File: src/design/sco_defs.svh
`ifndef SCO_DEFS_SVH
`define SCO_DEFS_SVH

// serial framing
`define SCO_ADDR_BYTE 8'hD2
`define SCO_BITS_PER_BYTE 4'h8
`define SCO_POS_ADDR 4'h0
`define SCO_POS_FIRST_REG 4'h6
`define SCO_POS_LAST_REG 4'h9
`define SCO_POS_END 4'hA
// register defaults and writable bits
`define SCO_FF_DEFAULT 8'h00
`define SCO_CU_DEFAULT 8'h45
`define SCO_PCI_DEFAULT 8'hEF
`define SCO_REF_DEFAULT 8'h23
`define SCO_FF_MASK 8'h7B
`define SCO_CU_MASK 8'h45
`define SCO_PCI_MASK 8'hEF
`define SCO_REF_MASK 8'h23
// field positions
`define SCO_SRC_BIT 3
`define SCO_CODE_HI 6
`define SCO_CODE_LO 4
`define SCO_FUNC_HI 1
`define SCO_FUNC_LO 0
`define SCO_EN_DUAL 6
`define SCO_EN_CPU_B 2
`define SCO_EN_CPU_A 0
`define SCO_EN_PCI_FREE 7
`define SCO_EN_INTERRUPT_CTRL_REF_CLOCK 5
`define SCO_EN_HIGH_DRIVE_REF_CLOCK 0
// function codes
`define SCO_FUNC_NORMAL 2'h0
`define SCO_FUNC_TEST 2'h1
`define SCO_FUNC_SPREAD 2'h2
`define SCO_FUNC_TRI 2'h3
// frequencies in units of 10 kHz
`define SCO_CPU_PIN1 16'h2710
`define SCO_PCI_PIN1 16'h0D02
`define SCO_CPU_PIN0 16'h1A18
`define SCO_PCI_PIN0 16'h0D0C
`define SCO_CPU_C0 16'h1AC2
`define SCO_PCI_C0 16'h0D61
`define SCO_CPU_C1 16'h1D4C
`define SCO_PCI_C1 16'h0EA6
`define SCO_CPU_C2 16'h208A
`define SCO_PCI_C2 16'h1040
`define SCO_CPU_C3 16'h1A18
`define SCO_PCI_C3 16'h0D0C
`define SCO_CPU_C4 16'h283C
`define SCO_PCI_C4 16'h0D61
`define SCO_CPU_C5 16'h2BC0
`define SCO_PCI_C5 16'h0E92
`define SCO_CPU_C6 16'h3412
`define SCO_PCI_C6 16'h115B
`define SCO_CPU_C7 16'h2710
`define SCO_PCI_C7 16'h0D02
// frequency ramp timing
`define SCO_CLK_PERIOD_NS 50
`define SCO_RAMP_STEP_NS 50000
`define SCO_RAMP_CYCLES (`SCO_RAMP_STEP_NS / `SCO_CLK_PERIOD_NS)
`define SCO_RAMP_INC 16'h000A
`endif

File: src/design/sco_pkg.sv
package sco_pkg;
   // the four control registers as one carrier
   typedef struct packed {
      logic [7:0] ref_en;    // reference output enables
      logic [7:0] pci_en;    // pci output enables
      logic [7:0] cpu_usb_en; // cpu and 24/48 enables
      logic [7:0] freq_func; // frequency and function control
   } sco_cfg_t;
   // one bit per clock output
   typedef struct packed {
      logic cpu_a;
      logic cpu_b;
      logic pci_free;
      logic [5:0] pci;       // pci clocks 6 down to 1
      logic interrupt_ctrl_ref_clock;
      logic high_drive_ref_clock;
      logic usb48;
      logic dual;
   } sco_clk_t;
   // serial receiver states
   typedef enum logic [1:0] {SCO_IDLE, SCO_BITS, SCO_ACK, SCO_SKIP} sco_state_t;
endpackage : sco_pkg

File: src/design/sco_sync.sv
`timescale 1ns/10ps
// two flop synchroniser, one chain per bit
module sco_sync #(
   parameter int WIDTH = 3
) (
   input wire logic ref_clk, // sampling clock
   input wire logic nrst, // async reset, active low
   input wire logic [WIDTH-1:0] async_in, // raw pin levels
   input wire logic [WIDTH-1:0] rst_val, // unused, reset always loads idle high; kept so the port list is stable
   output logic [WIDTH-1:0] sync_out // synchronised levels
);
   genvar g;
   for (g = 0; g < WIDTH; g++) begin : g_bit
      logic meta_q; // first stage, read only by second stage
      logic sync_q; // second stage
      // reset to idle high, the serial lines idle high through pull-ups
      always_ff @(posedge ref_clk or negedge nrst) begin
         if (!nrst) begin
            meta_q <= 1'b1;
            sync_q <= 1'b1;
         end else begin
            meta_q <= async_in[g];
            sync_q <= meta_q;
         end
      end
      assign sync_out[g] = sync_q;
   end
   logic unused_rst_val; // kept so the port list is stable
   assign unused_rst_val = ^rst_val;
endmodule : sco_sync

File: src/design/sco_top.sv
`timescale 1ns/10ps
`include "sco_defs.svh"
// serial configured clock output control
module sco_top #(
   parameter int RAMP_CYCLES = `SCO_RAMP_CYCLES
) (
   input wire logic ref_clk, // 20 MHz system clock
   input wire logic nrst, // async reset, active low
   input wire logic serial_clock_line, // serial clock pin
   input wire logic serial_data_line_i, // serial data pin level
   output logic serial_data_line_o, // serial data drive value
   output logic serial_data_line_oe_n, // low while pulling data low
   input wire logic cpu_rate_select_pin, // 1 selects 100 MHz, 0 selects 66.8 MHz
   input wire sco_pkg::sco_clk_t clk_raw, // ungated clocks from the synthesiser
   output sco_pkg::sco_clk_t clk_out, // gated clock outputs
   output logic clk_oe_n, // low while clock outputs drive
   output logic pll_bypass, // test function, crystal dividers feed outputs
   output logic spread_en, // cpu and pci modulation on
   output logic [15:0] cpu_freq, // cpu target now, 10 kHz units
   output logic [15:0] pci_freq, // pci target now, 10 kHz units
   output sco_pkg::sco_cfg_t cfg // current control registers
);
   logic scl_s, sda_s, pin_s; // synchronised pins
   logic scl_q, sda_q; // previous samples for edge finding
   sco_pkg::sco_state_t state_q; // receiver state
   logic [3:0] bit_cnt_q; // bits of current byte
   logic [3:0] pos_q; // byte position, address is zero
   logic [7:0] shift_q; // incoming byte
   logic ack_q; // drive acknowledge
   sco_pkg::sco_cfg_t cfg_q; // control registers
   logic [15:0] ramp_cnt_q; // ramp interval counter
   logic [15:0] cur_q [2]; // ramped frequencies, cpu then pci
   logic [15:0] tgt [2]; // target frequencies

   sco_sync #(.WIDTH(3)) u_sync (
      .ref_clk(ref_clk),
      .nrst(nrst),
      .async_in({serial_clock_line, serial_data_line_i, cpu_rate_select_pin}),
      .rst_val(3'h7),
      .sync_out({scl_s, sda_s, pin_s})
   );

   // edge and framing decode
   wire scl_rise = scl_s && !scl_q;
   wire scl_fall = !scl_s && scl_q;
   wire start_c = scl_s && scl_q && sda_q && !sda_s;
   wire stop_c = scl_s && scl_q && !sda_q && sda_s;
   wire byte_done = (bit_cnt_q == `SCO_BITS_PER_BYTE);
   wire addr_bad = (pos_q == `SCO_POS_ADDR) && (shift_q != `SCO_ADDR_BYTE);
   wire past_end = (pos_q >= `SCO_POS_END);
   wire commit = (state_q == sco_pkg::SCO_ACK) && scl_rise;
   wire in_regs = (pos_q >= `SCO_POS_FIRST_REG) && (pos_q <= `SCO_POS_LAST_REG);
   wire [1:0] reg_sel = 2'(pos_q - `SCO_POS_FIRST_REG);

   // edge history
   always_ff @(posedge ref_clk or negedge nrst) begin
      if (!nrst) begin
         scl_q <= 1'b1;
         sda_q <= 1'b1;
      end else begin
         scl_q <= scl_s;
         sda_q <= sda_s;
      end
   end

   // receiver: start and stop win over everything, bytes shift msb first
   always_ff @(posedge ref_clk or negedge nrst) begin
      if (!nrst) begin
         state_q <= sco_pkg::SCO_IDLE;
         bit_cnt_q <= 4'h0;
         pos_q <= 4'h0;
         shift_q <= 8'h00;
         ack_q <= 1'b0;
      end else if (start_c) begin
         state_q <= sco_pkg::SCO_BITS;
         bit_cnt_q <= 4'h0;
         pos_q <= 4'h0;
         ack_q <= 1'b0;
      end else if (stop_c) begin
         state_q <= sco_pkg::SCO_IDLE;
         ack_q <= 1'b0;
      end else begin
         case (state_q)
            sco_pkg::SCO_BITS: begin
               if (scl_rise && !byte_done) begin
                  shift_q <= {shift_q[6:0], sda_s};
                  bit_cnt_q <= bit_cnt_q + 4'h1;
               end else if (scl_fall && byte_done) begin
                  // a foreign address or an eleventh byte gets no acknowledge
                  if (addr_bad || past_end) begin
                     state_q <= sco_pkg::SCO_SKIP;
                  end else begin
                     state_q <= sco_pkg::SCO_ACK;
                     ack_q <= 1'b1;
                  end
               end
            end
            sco_pkg::SCO_ACK: begin
               if (commit) begin
                  pos_q <= pos_q + 4'h1;
               end else if (scl_fall) begin
                  ack_q <= 1'b0;
                  bit_cnt_q <= 4'h0;
                  state_q <= sco_pkg::SCO_BITS;
               end
            end
            sco_pkg::SCO_SKIP: begin
               ack_q <= 1'b0;
            end
            default: begin
               ack_q <= 1'b0;
            end
         endcase
      end
   end

   // only the acknowledge is ever driven, nothing is read back
   assign serial_data_line_o = 1'b0;
   assign serial_data_line_oe_n = !ack_q;

   // register write on the acknowledge clock of a complete byte
   always_ff @(posedge ref_clk or negedge nrst) begin
      if (!nrst) begin
         cfg_q.freq_func <= `SCO_FF_DEFAULT;
         cfg_q.cpu_usb_en <= `SCO_CU_DEFAULT;
         cfg_q.pci_en <= `SCO_PCI_DEFAULT;
         cfg_q.ref_en <= `SCO_REF_DEFAULT;
      end else if (commit && in_regs) begin
         // reserved bits are stored as zero whatever the host sends
         case (reg_sel)
            2'h0: cfg_q.freq_func <= shift_q & `SCO_FF_MASK;
            2'h1: cfg_q.cpu_usb_en <= shift_q & `SCO_CU_MASK;
            2'h2: cfg_q.pci_en <= shift_q & `SCO_PCI_MASK;
            default: cfg_q.ref_en <= shift_q & `SCO_REF_MASK;
         endcase
      end
   end
   assign cfg = cfg_q;

   // frequency code decode, cpu in upper half, pci in lower
   function automatic logic [31:0] sco_code_freq(input logic [2:0] code);
      logic [31:0] f;
      f = {`SCO_CPU_C7, `SCO_PCI_C7};
      case (code)
         3'h0: f = {`SCO_CPU_C0, `SCO_PCI_C0};
         3'h1: f = {`SCO_CPU_C1, `SCO_PCI_C1};
         3'h2: f = {`SCO_CPU_C2, `SCO_PCI_C2};
         3'h3: f = {`SCO_CPU_C3, `SCO_PCI_C3};
         3'h4: f = {`SCO_CPU_C4, `SCO_PCI_C4};
         3'h5: f = {`SCO_CPU_C5, `SCO_PCI_C5};
         3'h6: f = {`SCO_CPU_C6, `SCO_PCI_C6};
         default: f = {`SCO_CPU_C7, `SCO_PCI_C7};
      endcase
      return f;
   endfunction : sco_code_freq

   wire use_code = cfg_q.freq_func[`SCO_SRC_BIT];
   wire [2:0] code = cfg_q.freq_func[`SCO_CODE_HI:`SCO_CODE_LO];
   wire [31:0] code_f = sco_code_freq(code);
   wire [31:0] pin_f = pin_s ? {`SCO_CPU_PIN1, `SCO_PCI_PIN1} : {`SCO_CPU_PIN0, `SCO_PCI_PIN0};
   wire [31:0] sel_f = use_code ? code_f : pin_f;
   assign tgt[0] = sel_f[31:16];
   assign tgt[1] = sel_f[15:0];
   wire ramp_tick = (ramp_cnt_q == 16'(RAMP_CYCLES - 1));

   // ramp interval timer
   always_ff @(posedge ref_clk or negedge nrst) begin
      if (!nrst) begin
         ramp_cnt_q <= 16'h0000;
      end else begin
         ramp_cnt_q <= ramp_tick ? 16'h0000 : ramp_cnt_q + 16'h0001;
      end
   end

   // each synthesiser target walks toward its goal, so the cpu never sees a jump
   genvar g;
   for (g = 0; g < 2; g++) begin : g_ramp
      wire up = tgt[g] > cur_q[g];
      wire near = up ? (tgt[g] - cur_q[g] <= `SCO_RAMP_INC) : (cur_q[g] - tgt[g] <= `SCO_RAMP_INC);
      wire [15:0] step_d = near ? tgt[g] : (up ? cur_q[g] + `SCO_RAMP_INC : cur_q[g] - `SCO_RAMP_INC);
      always_ff @(posedge ref_clk or negedge nrst) begin
         if (!nrst) begin
            cur_q[g] <= (g == 0) ? `SCO_CPU_PIN0 : `SCO_PCI_PIN0;
         end else if (ramp_tick) begin
            cur_q[g] <= step_d;
         end
      end

   end
   assign cpu_freq = cur_q[0];
   assign pci_freq = cur_q[1];

   // function decode
   wire [1:0] func = cfg_q.freq_func[`SCO_FUNC_HI:`SCO_FUNC_LO];
   assign spread_en = (func == `SCO_FUNC_SPREAD);
   assign pll_bypass = (func == `SCO_FUNC_TEST);
   assign clk_oe_n = (func == `SCO_FUNC_TRI);

   // output gating: a disabled output is held low; raw clocks must change only while low
   // to keep gated edges clean, which the synthesiser guarantees for its own outputs
   assign clk_out.cpu_a = clk_raw.cpu_a & cfg_q.cpu_usb_en[`SCO_EN_CPU_A];
   assign clk_out.cpu_b = clk_raw.cpu_b & cfg_q.cpu_usb_en[`SCO_EN_CPU_B];
   assign clk_out.dual = clk_raw.dual & cfg_q.cpu_usb_en[`SCO_EN_DUAL];
   assign clk_out.pci_free = clk_raw.pci_free & cfg_q.pci_en[`SCO_EN_PCI_FREE];
   assign clk_out.pci = clk_raw.pci & {cfg_q.pci_en[6:5], cfg_q.pci_en[3:0]};
   assign clk_out.interrupt_ctrl_ref_clock = clk_raw.interrupt_ctrl_ref_clock & cfg_q.ref_en[`SCO_EN_INTERRUPT_CTRL_REF_CLOCK];
   assign clk_out.high_drive_ref_clock = clk_raw.high_drive_ref_clock & cfg_q.ref_en[`SCO_EN_HIGH_DRIVE_REF_CLOCK];
   assign clk_out.usb48 = clk_raw.usb48;
endmodule : sco_top

File: config.mk
export PLATFORM = sky130hd
export DESIGN_NAME = sco_top
export DESIGN_NICKNAME = d
export VERILOG_FILES = /design/src/design/sco_pkg.sv /design/src/design/sco_sync.sv /design/src/design/sco_top.sv
export VERILOG_INCLUDE_DIRS = /design/src /design/src/design
export SDC_FILE = /design/constraint.sdc
export NUM_CORES = 1
export LEC_CHECK = 0
export BUFFER_PORTS_ARGS = -buffer_cell sky130_fd_sc_hd__buf_4
export CORE_MARGIN = 2
export CORE_UTILIZATION = 45
export CTS_CLUSTER_SIZE = 8
export DETAILED_ROUTE_END_ITERATION = 10
export GPL_TIMING_DRIVEN = 0
export SYNTH_ARGS = -nofsm -noshare
export SYNTH_HDL_FRONTEND = slang
export SYNTH_SLANG_ARGS = --single-unit
export TNS_END_PERCENT = 50
File: constraint.sdc
create_clock -name ref_clk -period 8 [get_ports ref_clk]
set_input_delay 0.4 -clock ref_clk [delete_from_list [all_inputs] [get_ports ref_clk]]
set_output_delay 0.4 -clock ref_clk [all_outputs]
set_load 0.02 [all_outputs]
[Word level (Yosys, flattened, before mapping)]
Cells that the tools add are included.
Storage, ports and cells
  register bits after elaboration: 94
Operators by class
  $add $sub $neg: 12
  magnitude comparators: 9
  equality and inequality tests: 25
  mux-type cells: 36
  bitwise operators: 10
  reductions and logical operators: 37
Operator list (count)
  $pmux 30 s7: 1
  $mux 16: 5
  $le 16x4->1 const B: 4
  $sub 16x16->16: 4
  $mux 4: 9
  $add 16x4->16 const B: 2
  $gt 16x16->1: 2
  $mux 32: 1
  $sub 16x4->16 const B: 2
  $mux 30: 1
  $ne 4x4->1 const B: 5
  $add 16x1->16 const B: 1
  $eq 16x10->1 const B: 1
  $reduce_and 5->1: 3
  $logic_and 1x1->1: 13
  $mux 2: 6
  $mux 1: 10
  $eq 3x3->1 const B: 3
  $ne 3x3->1 const B: 3
  $add 4x1->4 const B: 2
  $eq 2x2->1 const B: 4
  $ne 8x8->1 const B: 1
  $pmux 4 s2: 1
  $reduce_and 2->1: 4
  other kinds (25): 41

[Longest topological paths before layout]
Gate-level depths: netlist of run 1.
  depth after elaboration: 9
  depth in mapped cells: 26
  depth with buffers taken out: 24

[Modules after synthesis]
A second synthesis of run 1 with hierarchy kept.
Second synthesis, totals
  cells, all modules: 1054
  area total of the unflattened synthesis: 8986.1 sq um
Modules (own cells, without submodules)
  sco_top: instances 1, cells an instance 1045, area each 8805.9 sq um
  sco_sync: instances 1, cells an instance 9, area each 180.2 sq um

[Least setup slack after synthesis of run 1]
OpenSTA, ideal clock, no wires.
  kind: flip-flop to flip-flop
  start: register cfg_q, in the netlist cfg[6]
  end: register cur_q, in the netlist cpu_freq[15]
  library setup time: 125 ps
  data arrival time: 5046 ps
  data required time: 7875 ps
  slack: 2829 ps
  stages on the path, launching flop included: 25
  buffers on the path: 3
  period minus slack after synthesis: 5171 ps
  cells stage by stage: dfrtp_1 -> buf_2 -> buf_1 -> nand2_1 -> nor3_1 -> ha_1 -> clkbuf_1 -> a211o_1 -> a21oi_1 -> o31ai_2 -> a2111o_1 -> nand3_2 -> a21oi_2 -> inv_1 -> ha_1 -> or2_2 -> a21oi_1 -> o21ba_1 -> a211oi_1 -> nor2b_1 -> o21ai_0 -> nand2b_1 -> a31o_2 -> mux2i_1 -> o21ai_1
Between the ends
  word-level cells in the longest chain between the ends: 7
  elaborated cells between the ends (all ways): 17
  those cells by class: add/sub (2); order compare (3); eq/ne (6); mux (5); reduce/logical (1)
RTL lines
  from (decl): RTL line sco_top.sv:30  | sco_pkg::sco_cfg_t cfg_q;
  $eq 3x3->1 (tied with other cells): RTL line sco_top.sv:144  | case (code)
  $pmux 30 s7 (*): RTL line sco_top.sv:144
  $mux 32 (*): RTL line sco_top.sv:161  | wire [31:0] sel_f = use_code ? code_f : pin_f;
  $sub 16x16->16: RTL line sco_top.sv:179  | wire near = up ? (tgt[g] - cur_q[g] <= `SCO_RAMP_INC) : (cur_q[g] - tgt[g] <= `SCO_RAMP_INC);
  $le 16x4->1 (no line)
  $mux 1: RTL line sco_top.sv:179
  $mux 16 (*): RTL line sco_top.sv:180  | wire [15:0] step_d = near ? tgt[g] : (up ? cur_q[g] + `SCO_RAMP_INC : cur_q[g] - `SCO_RAMP_INC);
  to (signal, indexed assignment): RTL line sco_top.sv:183  | cur_q[g] <= (g == 0) ? `SCO_CPU_PIN0 : `SCO_PCI_PIN0;
  to (signal, indexed assignment): RTL line sco_top.sv:185  | cur_q[g] <= step_d;
  to (decl): RTL line sco_top.sv:32  | logic [15:0] cur_q [2];
Every way passes the cells marked *; elsewhere a longest branch is shown, timed or not.
A chain may end at the register's enable or synchronous reset.

[Worst setup path in the final report of run 1]
  start: register cfg_q, in the netlist cfg[4]
  end: register cur_q, in the netlist pci_freq[14]
Same word-level chain as after synthesis.

==> results of run 1 <==
[state kept, by name, summed over array words and instances, names as in the netlist]
| register | cells |
|---|---|
| cfg | 19 |
| ack_q | 1 |
| bit_cnt_q | 4 |
| scl_q | 1 |
| sda_q | 1 |
| state_q | 2 |
| ramp_cnt_q | 16 |
| u_sync.g_bit.sync_q | 3 |
| pci_freq | 16 |
| pos_q | 4 |
| shift_q | 8 |
| u_sync.g_bit.meta_q | 3 |
| cpu_freq | 15 |
[cell type report]
| type | instances | area (um2) | area share (%) |
|---|---|---|---|
| clock inverter | 6 | 51.3 | 0.491 |
| tap | 270 | 338 | 3.24 |
| buffer | 59 | 308 | 2.95 |
| clock buffer | 10 | 239 | 2.29 |
| multi-input combinational | 878 | 6200 | 59.4 |
| sequential | 93 | 2370 | 22.7 |
| timing repair buffer | 84 | 631 | 6.04 |
| inverter | 81 | 304 | 2.91 |
[power groups by stage]
stage          clock [mW]  sequential [mW]  combinational (mW)
6_report            0.428            0.554               0.240
3_5_place_dp            0            0.562               0.240
5_1_grt             0.462            0.560               0.276
4_1_cts             0.441            0.554               0.241
2_1_floorplan           0            0.546               0.183
3_3_place_gp            0            0.561               0.234
[kinds of logic after synthesis]
group | Yosys count | share of synthesized area, %
other | 1 | 0.0411
DFF | 93 | 25.9
muxes | 56 | 6.64
adders and majority gates | 91 | 12.9
xor gates and xnor gates | 57 | 5.47
buffers and inverters | 140 | 6.71
and+or+nand+nor | 369 | 20.5
AOI/OAI and AO/OA | 290 | 21.8
[per-layer routing]
| metal | GRT usage [%] | part of all wire, % |
|---|---|---|
| met4 | 5.15 | 0.97 |
| met5 | 0 | 0 |
| met2 | 37.7 | 46 |
| met1 | 33.8 | 49 |
| met3 | 3.03 | 4.0 |
[path summary, 6_finish.rpt]
check | endpoint | slack [ps] | cells after the start
setup / recovery | pci_freq[14] | 1500 | 22
hold / removal | u_sync.g_bit[2].meta_q | 140 | 1
setup reg to reg | pci_freq[14] | 1500 | 22
hold reg to reg | u_sync.g_bit[0].sync_q | 360 | 0
max in group asynchronous | pci_freq[5] | 6940 | 1
min in group asynchronous | cpu_freq[2] | 270 | 1
[cell usage in the layout (no fill, tap or decap), types with 29 or more instances in the layout]
cell,n
nand2_1,95
nor3_1,38
mux2_2,30
inv_1,78
dfrtp_1,62
nor2_1,70
dfstp_2,31
xnor2_1,31
a21oi_1,71
clkbuf_1,29
ha_1,86
o21ai_0,47
nand3_1,32
buf_4,100
[worst reg2reg max path, stage by stage (launching register included)]
cell      delay, ps
dfrtp_1         440
clkbuf_1        370
xor2_1          150
a31oi_1         500
inv_1           100
ha_1            290
buf_2           190
o21a_1          190
a21bo_2         180
a221oi_1        140
o21ai_1         700
clkinv_1        690
ha_1            500
a211oi_1        260
nor2_1          120
o41a_1          350
a41o_1          270
nor4_1          180
nor3_1          120
a21o_1          200
a21oi_1         180
xor2_1          170
o21ai_1          90
[metrics by stage]
stage                     hold slack, ps  cells  power [mW]
after floorplan                      104   1111       0.729
after global placement               346   1464       0.795
after detailed placement             347   1465       0.802
after CTS                            135   1481        1.24
after global routing                 125   1481        1.30
final                                141   1481        1.22
==> impl_metrics.csv, run 1 <==
group,metric,value,unit
sta,tightest_slew,1310,ps
power_and_ir_drop,ir_worst_vdd,0.132,mV
global_route,grt_pass1_vias,7780,
placed_design,dpl.hpwl,19500,um
synthesis,syn-instance-count,1097,
synthesis,synth_top_cell_by_area,"dfrtp_1",
power_and_ir_drop,p_sw,0.383,mW
clocking,clockBufferDepth,2,
drt,wire_per_inst,16.8,um
drt,vias,8295,
setup_path,crit_chain,"clkbuf_1, xor2_1, a31oi_1, inv_1, ha_1, buf_2, o21a_1, a21bo_2, a221oi_1, o21ai_1, clkinv_1, ha_1, a211oi_1, nor2_1, o41a_1, a41o_1, nor4_1, nor3_1, a21o_1, a21oi_1, xor2_1, o21ai_1",
drt,drtIter0Drc,630,
clocking,htreeDepth,3,
final_layout,final_util,52.1,%
synthesis,syn_area,9120,um2
clocking,cts_setup_buffers,0,
clocking,cts.sinks,93,
floorplan,start_util,45.5,%
clocking,path_clk_slew,70,ps
global_route,grt_max_degree,94,
setup_path,crit_arrival,6740,ps
placed_design,numPortBuffers,83,
clocking,ctsResizeCount,0,
final_layout,area_growth,14.4,%
synthesis,synth_seq_area_share,25.9,%
setup_path,critPathRequiredTime,8240,ps
setup_path,critPathLaunchType,"flip-flop",
setup_path,r2r_start,"cfg[4]",
sta,final.min_clock_period,6500,ps
floorplan,die_y,146,um
power_and_ir_drop,pwr-share-seq,45.3,%
setup_path,crit_start,"cfg[4]",
drt,viasPerCell,5.60,
synthesis,synth_edf_count,0,
placed_design,routabilityCongestion,0.900,
sta,setup_ws,1500,ps
min_path,hp-class,"in -> reg",
setup_path,max_stage_delay,700,ps
floorplan,rows,52,
drt,drtPass1Iterations,5,
floorplan,die_area,21400,um2
synthesis,synth_common_cells,"nand2_1, ha_1, inv_1, a21oi_1, nor2_1",
floorplan,num_io_pins,100,
global_route,grt_pass1_wl,40800,um
final_layout,nFillCells,1979,
clocking,ctsHoldBuffers,0,
power_and_ir_drop,power_leakage,4.96,nW
placed_design,place_ws,1610,ps
status,status,"finished clean",
clocking,clk_latency,360,ps
synthesis,async_flop_share,100,%
sta,rsz0062_at_grt,"no",
synthesis,ys_top_cells_by_area,"dfrtp_1, ha_1, dfstp_2",
global_route,antenna_found_initial,0,
sta,finalSetupTns,0,ps
setup_path,critPathBufInv,4,
setup_path,critical_path.top_delay_family,"compound AO/OA/AOI/OAI gates",
global_route,groute.usage.overall,23.4,%
setup_path,critical_path_class,"reg -> reg",
floorplan,coreArea,20000,um2
synthesis,yosysMostFrequentCell,"nand2_1",
synthesis,yosys_most_used_dff,"dfrtp_1",
power_and_ir_drop,powerDensity,117,nW/um2
final_layout,layout-drive-gt1-share,17.8,%
min_path,min_from,"serial_clock_line",
clocking,cts_tree,"done",
sta,slew-limit-headroom,11.9,%
sta,slew_violations,0,
power_and_ir_drop,internal_power,0.839,mW
synthesis,yosysWarningCount,0,
floorplan,die_x,146,um
clocking,cts.root.buffer_cell,"clkbuf_16",
power_and_ir_drop,clock_power_share,35.0,%
sta,setup_viol,0,
setup_path,critPathMaxFanout,14,
synthesis,syn_avg_cell_area,8.31,um2
power_and_ir_drop,p_sw_share,31.3,%
setup_path,cp-end-kind,"flip-flop",
synthesis,ys_types,93,
sta,hold_viol_final,0,
final_layout,antenna_cells,0,
drt,drcViolationCount,0,
sta,skew,5.01,ps
drt,ant_nets,0,
synthesis,ys_ff_latch,93,
sta,fmax,154,MHz
sta,period_share,81.2,%
global_route,globalRouteOverflowTotal,0,
drt,wl,24900,um
job,cap_violations,0,
final_layout,fin_nets,1315,
setup_path,cp_slowest_cell,"o21ai_1",
power_and_ir_drop,pwr-share-comb,19.7,%
placed_design,placed_area,10100,um2
clocking,numCtsBuffers,9,
synthesis,synth_top_area_share,17.0,%
final_layout,final_area,10400,um2
(Power assumes the default switching activity.)
==> run 2, diff against run 1 <==
clock period = 6.05 ns   (was 8 ns; I/O delays follow)
==> run 2 against run 1 <==
Sequential cell count did not move. Clock-buffer cell count stayed put. Clock skew grew 2.4 ps. Total power grew 33%. Non-clock buffer count stayed put. Clock power rose by 32%. Die area stayed put. Combinational power grew 34%. Highest routed layer unchanged.
==> impl_metrics.csv, run 2 (synthesis results as in run 1) <==
group,metric,value,unit
min_path,whs_endpoint,"u_sync.g_bit[2].meta_q",
sta,period_share,93.2,%
drt,viasPerCell,5.63,
drt,met2_wirelength,11300,um
drt,dr.max_layer_used,"met4",
power_and_ir_drop,internal_power,1.11,mW
power_and_ir_drop,clock_power_share,35.0,%
min_path,min_from,"serial_clock_line",
setup_path,crit_chain,"clkbuf_2, nor2b_1, nor2_1, inv_1, ha_1, inv_1, fa_1, a211o_1, a21bo_2, a221oi_2, o21ai_4, clkinv_2, ha_1, a211oi_1, nor2_1, o41a_1, a41o_1, nor4_1, nor3_1, a21o_1, a21oi_1, xor2_1, o21ai_1",
final_layout,final_cell_mix,"buf_4, nand2_1, ha_1, inv_1, a21oi_1",
power_and_ir_drop,power,1.62,mW
setup_path,worst-path-stages,23,
setup_path,max_stage_delay,500,ps
final_layout,layout-drive-gt1-share,19.0,%
floorplan,coreArea,20000,um2
clocking,ctsHoldBuffers,0,
global_route,grt_pass1_wl,40800,um
sta,slew_violations,0,
clocking,htreeDepth,3,
power_and_ir_drop,p_sw,0.508,mW
floorplan,die_x,146,um
job,cap_violations,0,
status,status,"finished clean",
floorplan,rows,52,
setup_path,critPathRequiredTime,6290,ps
final_layout,largest_register_ffs,19,
setup_path,cp-end-kind,"flip-flop",
drt,wl_met3,1170,um
setup_path,crit_arrival,5880,ps
setup_path,cp_slowest_cell,"dfrtp_1",
placed_design,routabilityCongestion,0.900,
setup_path,critPathLaunchType,"flip-flop",
drt,wl_met1,12200,um
floorplan,die_y,146,um
final_layout,antenna_cells,0,
setup_path,r2r_start,"cfg[5]",
setup_path,critical_path_class,"reg -> reg",
drt,wire_per_inst,16.8,um
sta,finalSetupTns,0,ps
clocking,clockBufferDepth,2,
floorplan,num_io_pins,100,
final_layout,final_util,52.4,%
global_route,antenna_found_initial,0,
power_and_ir_drop,powerDensity,154,nW/um2
sta,final.min_clock_period,5640,ps
sta,setup_viol,0,
final_layout,area_growth,15.2,%
setup_path,critPathMaxFanout,14,
power_and_ir_drop,power_leakage,4.99,nW
drt,drtIter0Drc,594,
final_layout,fin_nets,1315,
final_layout,final_area,10500,um2
sta,slew-limit-headroom,11.2,%
drt,drcViolationCount,0,
floorplan,start_util,45.5,%
power_and_ir_drop,ir_worst_vdd,0.174,mV
global_route,globalRouteOverflowTotal,0,
sta,rsz0062_at_grt,"no",
sta,tightest_slew,1320,ps
clocking,cts.sinks,93,
clocking,cts.root.buffer_cell,"clkbuf_16",
placed_design,place_ws,-338,ps
drt,wl,24900,um
sta,hold_slack,43.6,ps
sta,fmax,177,MHz
power_and_ir_drop,p_sw_share,31.4,%
global_route,grt_max_degree,94,
power_and_ir_drop,pwr-share-seq,45.2,%
drt,vias,8344,
final_layout,mostFrequentLayoutCell,"buf_4",
setup_path,reg2regPathDepth,23,
setup_path,critical_path.top_delay_family,"compound AO/OA/AOI/OAI gates",
min_path,hold_path_depth,1,
placed_design,numPortBuffers,83,
clocking,numCtsBuffers,9,
clocking,path_clk_slew,70,ps
setup_path,critPathBufInv,4,
setup_path,r2r_slack,410,ps
global_route,grt_pass1_vias,7781,
clocking,cts_tree,"done",
min_path,hp-class,"in -> reg",
drt,drtPass1Iterations,5,
drt,ant_nets,0,
placed_design,dp_cells,1465,
global_route,groute.usage.overall,23.5,%
sta,setup_ws,410,ps
final_layout,finalNonFillerCells,1481,
power_and_ir_drop,pwr-share-comb,19.8,%
setup_path,r2r_end,"pci_freq[14]",
placed_design,dpl.hpwl,19500,um
placed_design,placed_area,10100,um2
floorplan,die_area,21400,um2
sta,skew,7.42,ps
clocking,clk_latency,360,ps
sta,hold_viol_final,0,
-- run 2: how the worst max path moves through the flow --
| stage | from | endpoint | slack (ps) |
|---|---|---|---|
| 6_report | cfg[5] | pci_freq[14] | 410 |
| 5_1_grt | cfg[6] | cpu_freq[15] | 20 |
| 4_1_cts | cfg[6] | cpu_freq[15] | 100 |
| 3_5_place_dp | cfg[4] | pci_freq[14] | -340 |
| 3_3_place_gp | cfg[4] | pci_freq[14] | -330 |
| 2_1_floorplan | cfg[6] | cpu_freq[15] | 880 |
-- run 2: what timing repair did --
item                                    4_1_cts  5_1_grt
buffers inserted                              2        0
hold endpoints to repair                      0        0
pin swaps                                     0        1
gates resized for setup                       5       16
endpoints found under the setup margin        5        8
-- run 2: power by group through the flow --
stage / clock network [mW] / registers [mW] / logic, mW
2_1_floorplan: 0 / 0.722 / 0.242
3_3_place_gp: 0 / 0.742 / 0.309
3_5_place_dp: 0 / 0.743 / 0.317
4_1_cts: 0.583 / 0.732 / 0.321
5_1_grt: 0.610 / 0.741 / 0.367
6_report: 0.567 / 0.732 / 0.321
-- run 2: area by class of cell --
class	instances	area, um2
clock inverter	6	51.3
tap	270	338
timing repair buffer	86	646
fill	1971	9530
sequential	93	2370
clock buffer	10	239
inverter	81	309
multi-input combinational	878	6250
buffer	57	308
-- run 2: routing by layer --
layer  vias to the layer above  global-route usage, %
met3                        20                   3.03
met2                       209                   37.5
met1                      3979                   33.9
met5                         -                      0
li1                       4136                      -
met4                         0                   5.44
-- run 2: worst reg2reg max path, stage by stage, from the launching register on --
cell and delay [ps]:
dfrtp_1 500, clkbuf_2 300, nor2b_1 230, nor2_1 110
inv_1 90, ha_1 150, inv_1 50, fa_1 420
a211o_1 330, a21bo_2 240, a221oi_2 440, o21ai_4 200
clkinv_2 230, ha_1 290, a211oi_1 260, nor2_1 130
o41a_1 350, a41o_1 270, nor4_1 180, nor3_1 120
a21o_1 200, a21oi_1 180, xor2_1 170, o21ai_1 90
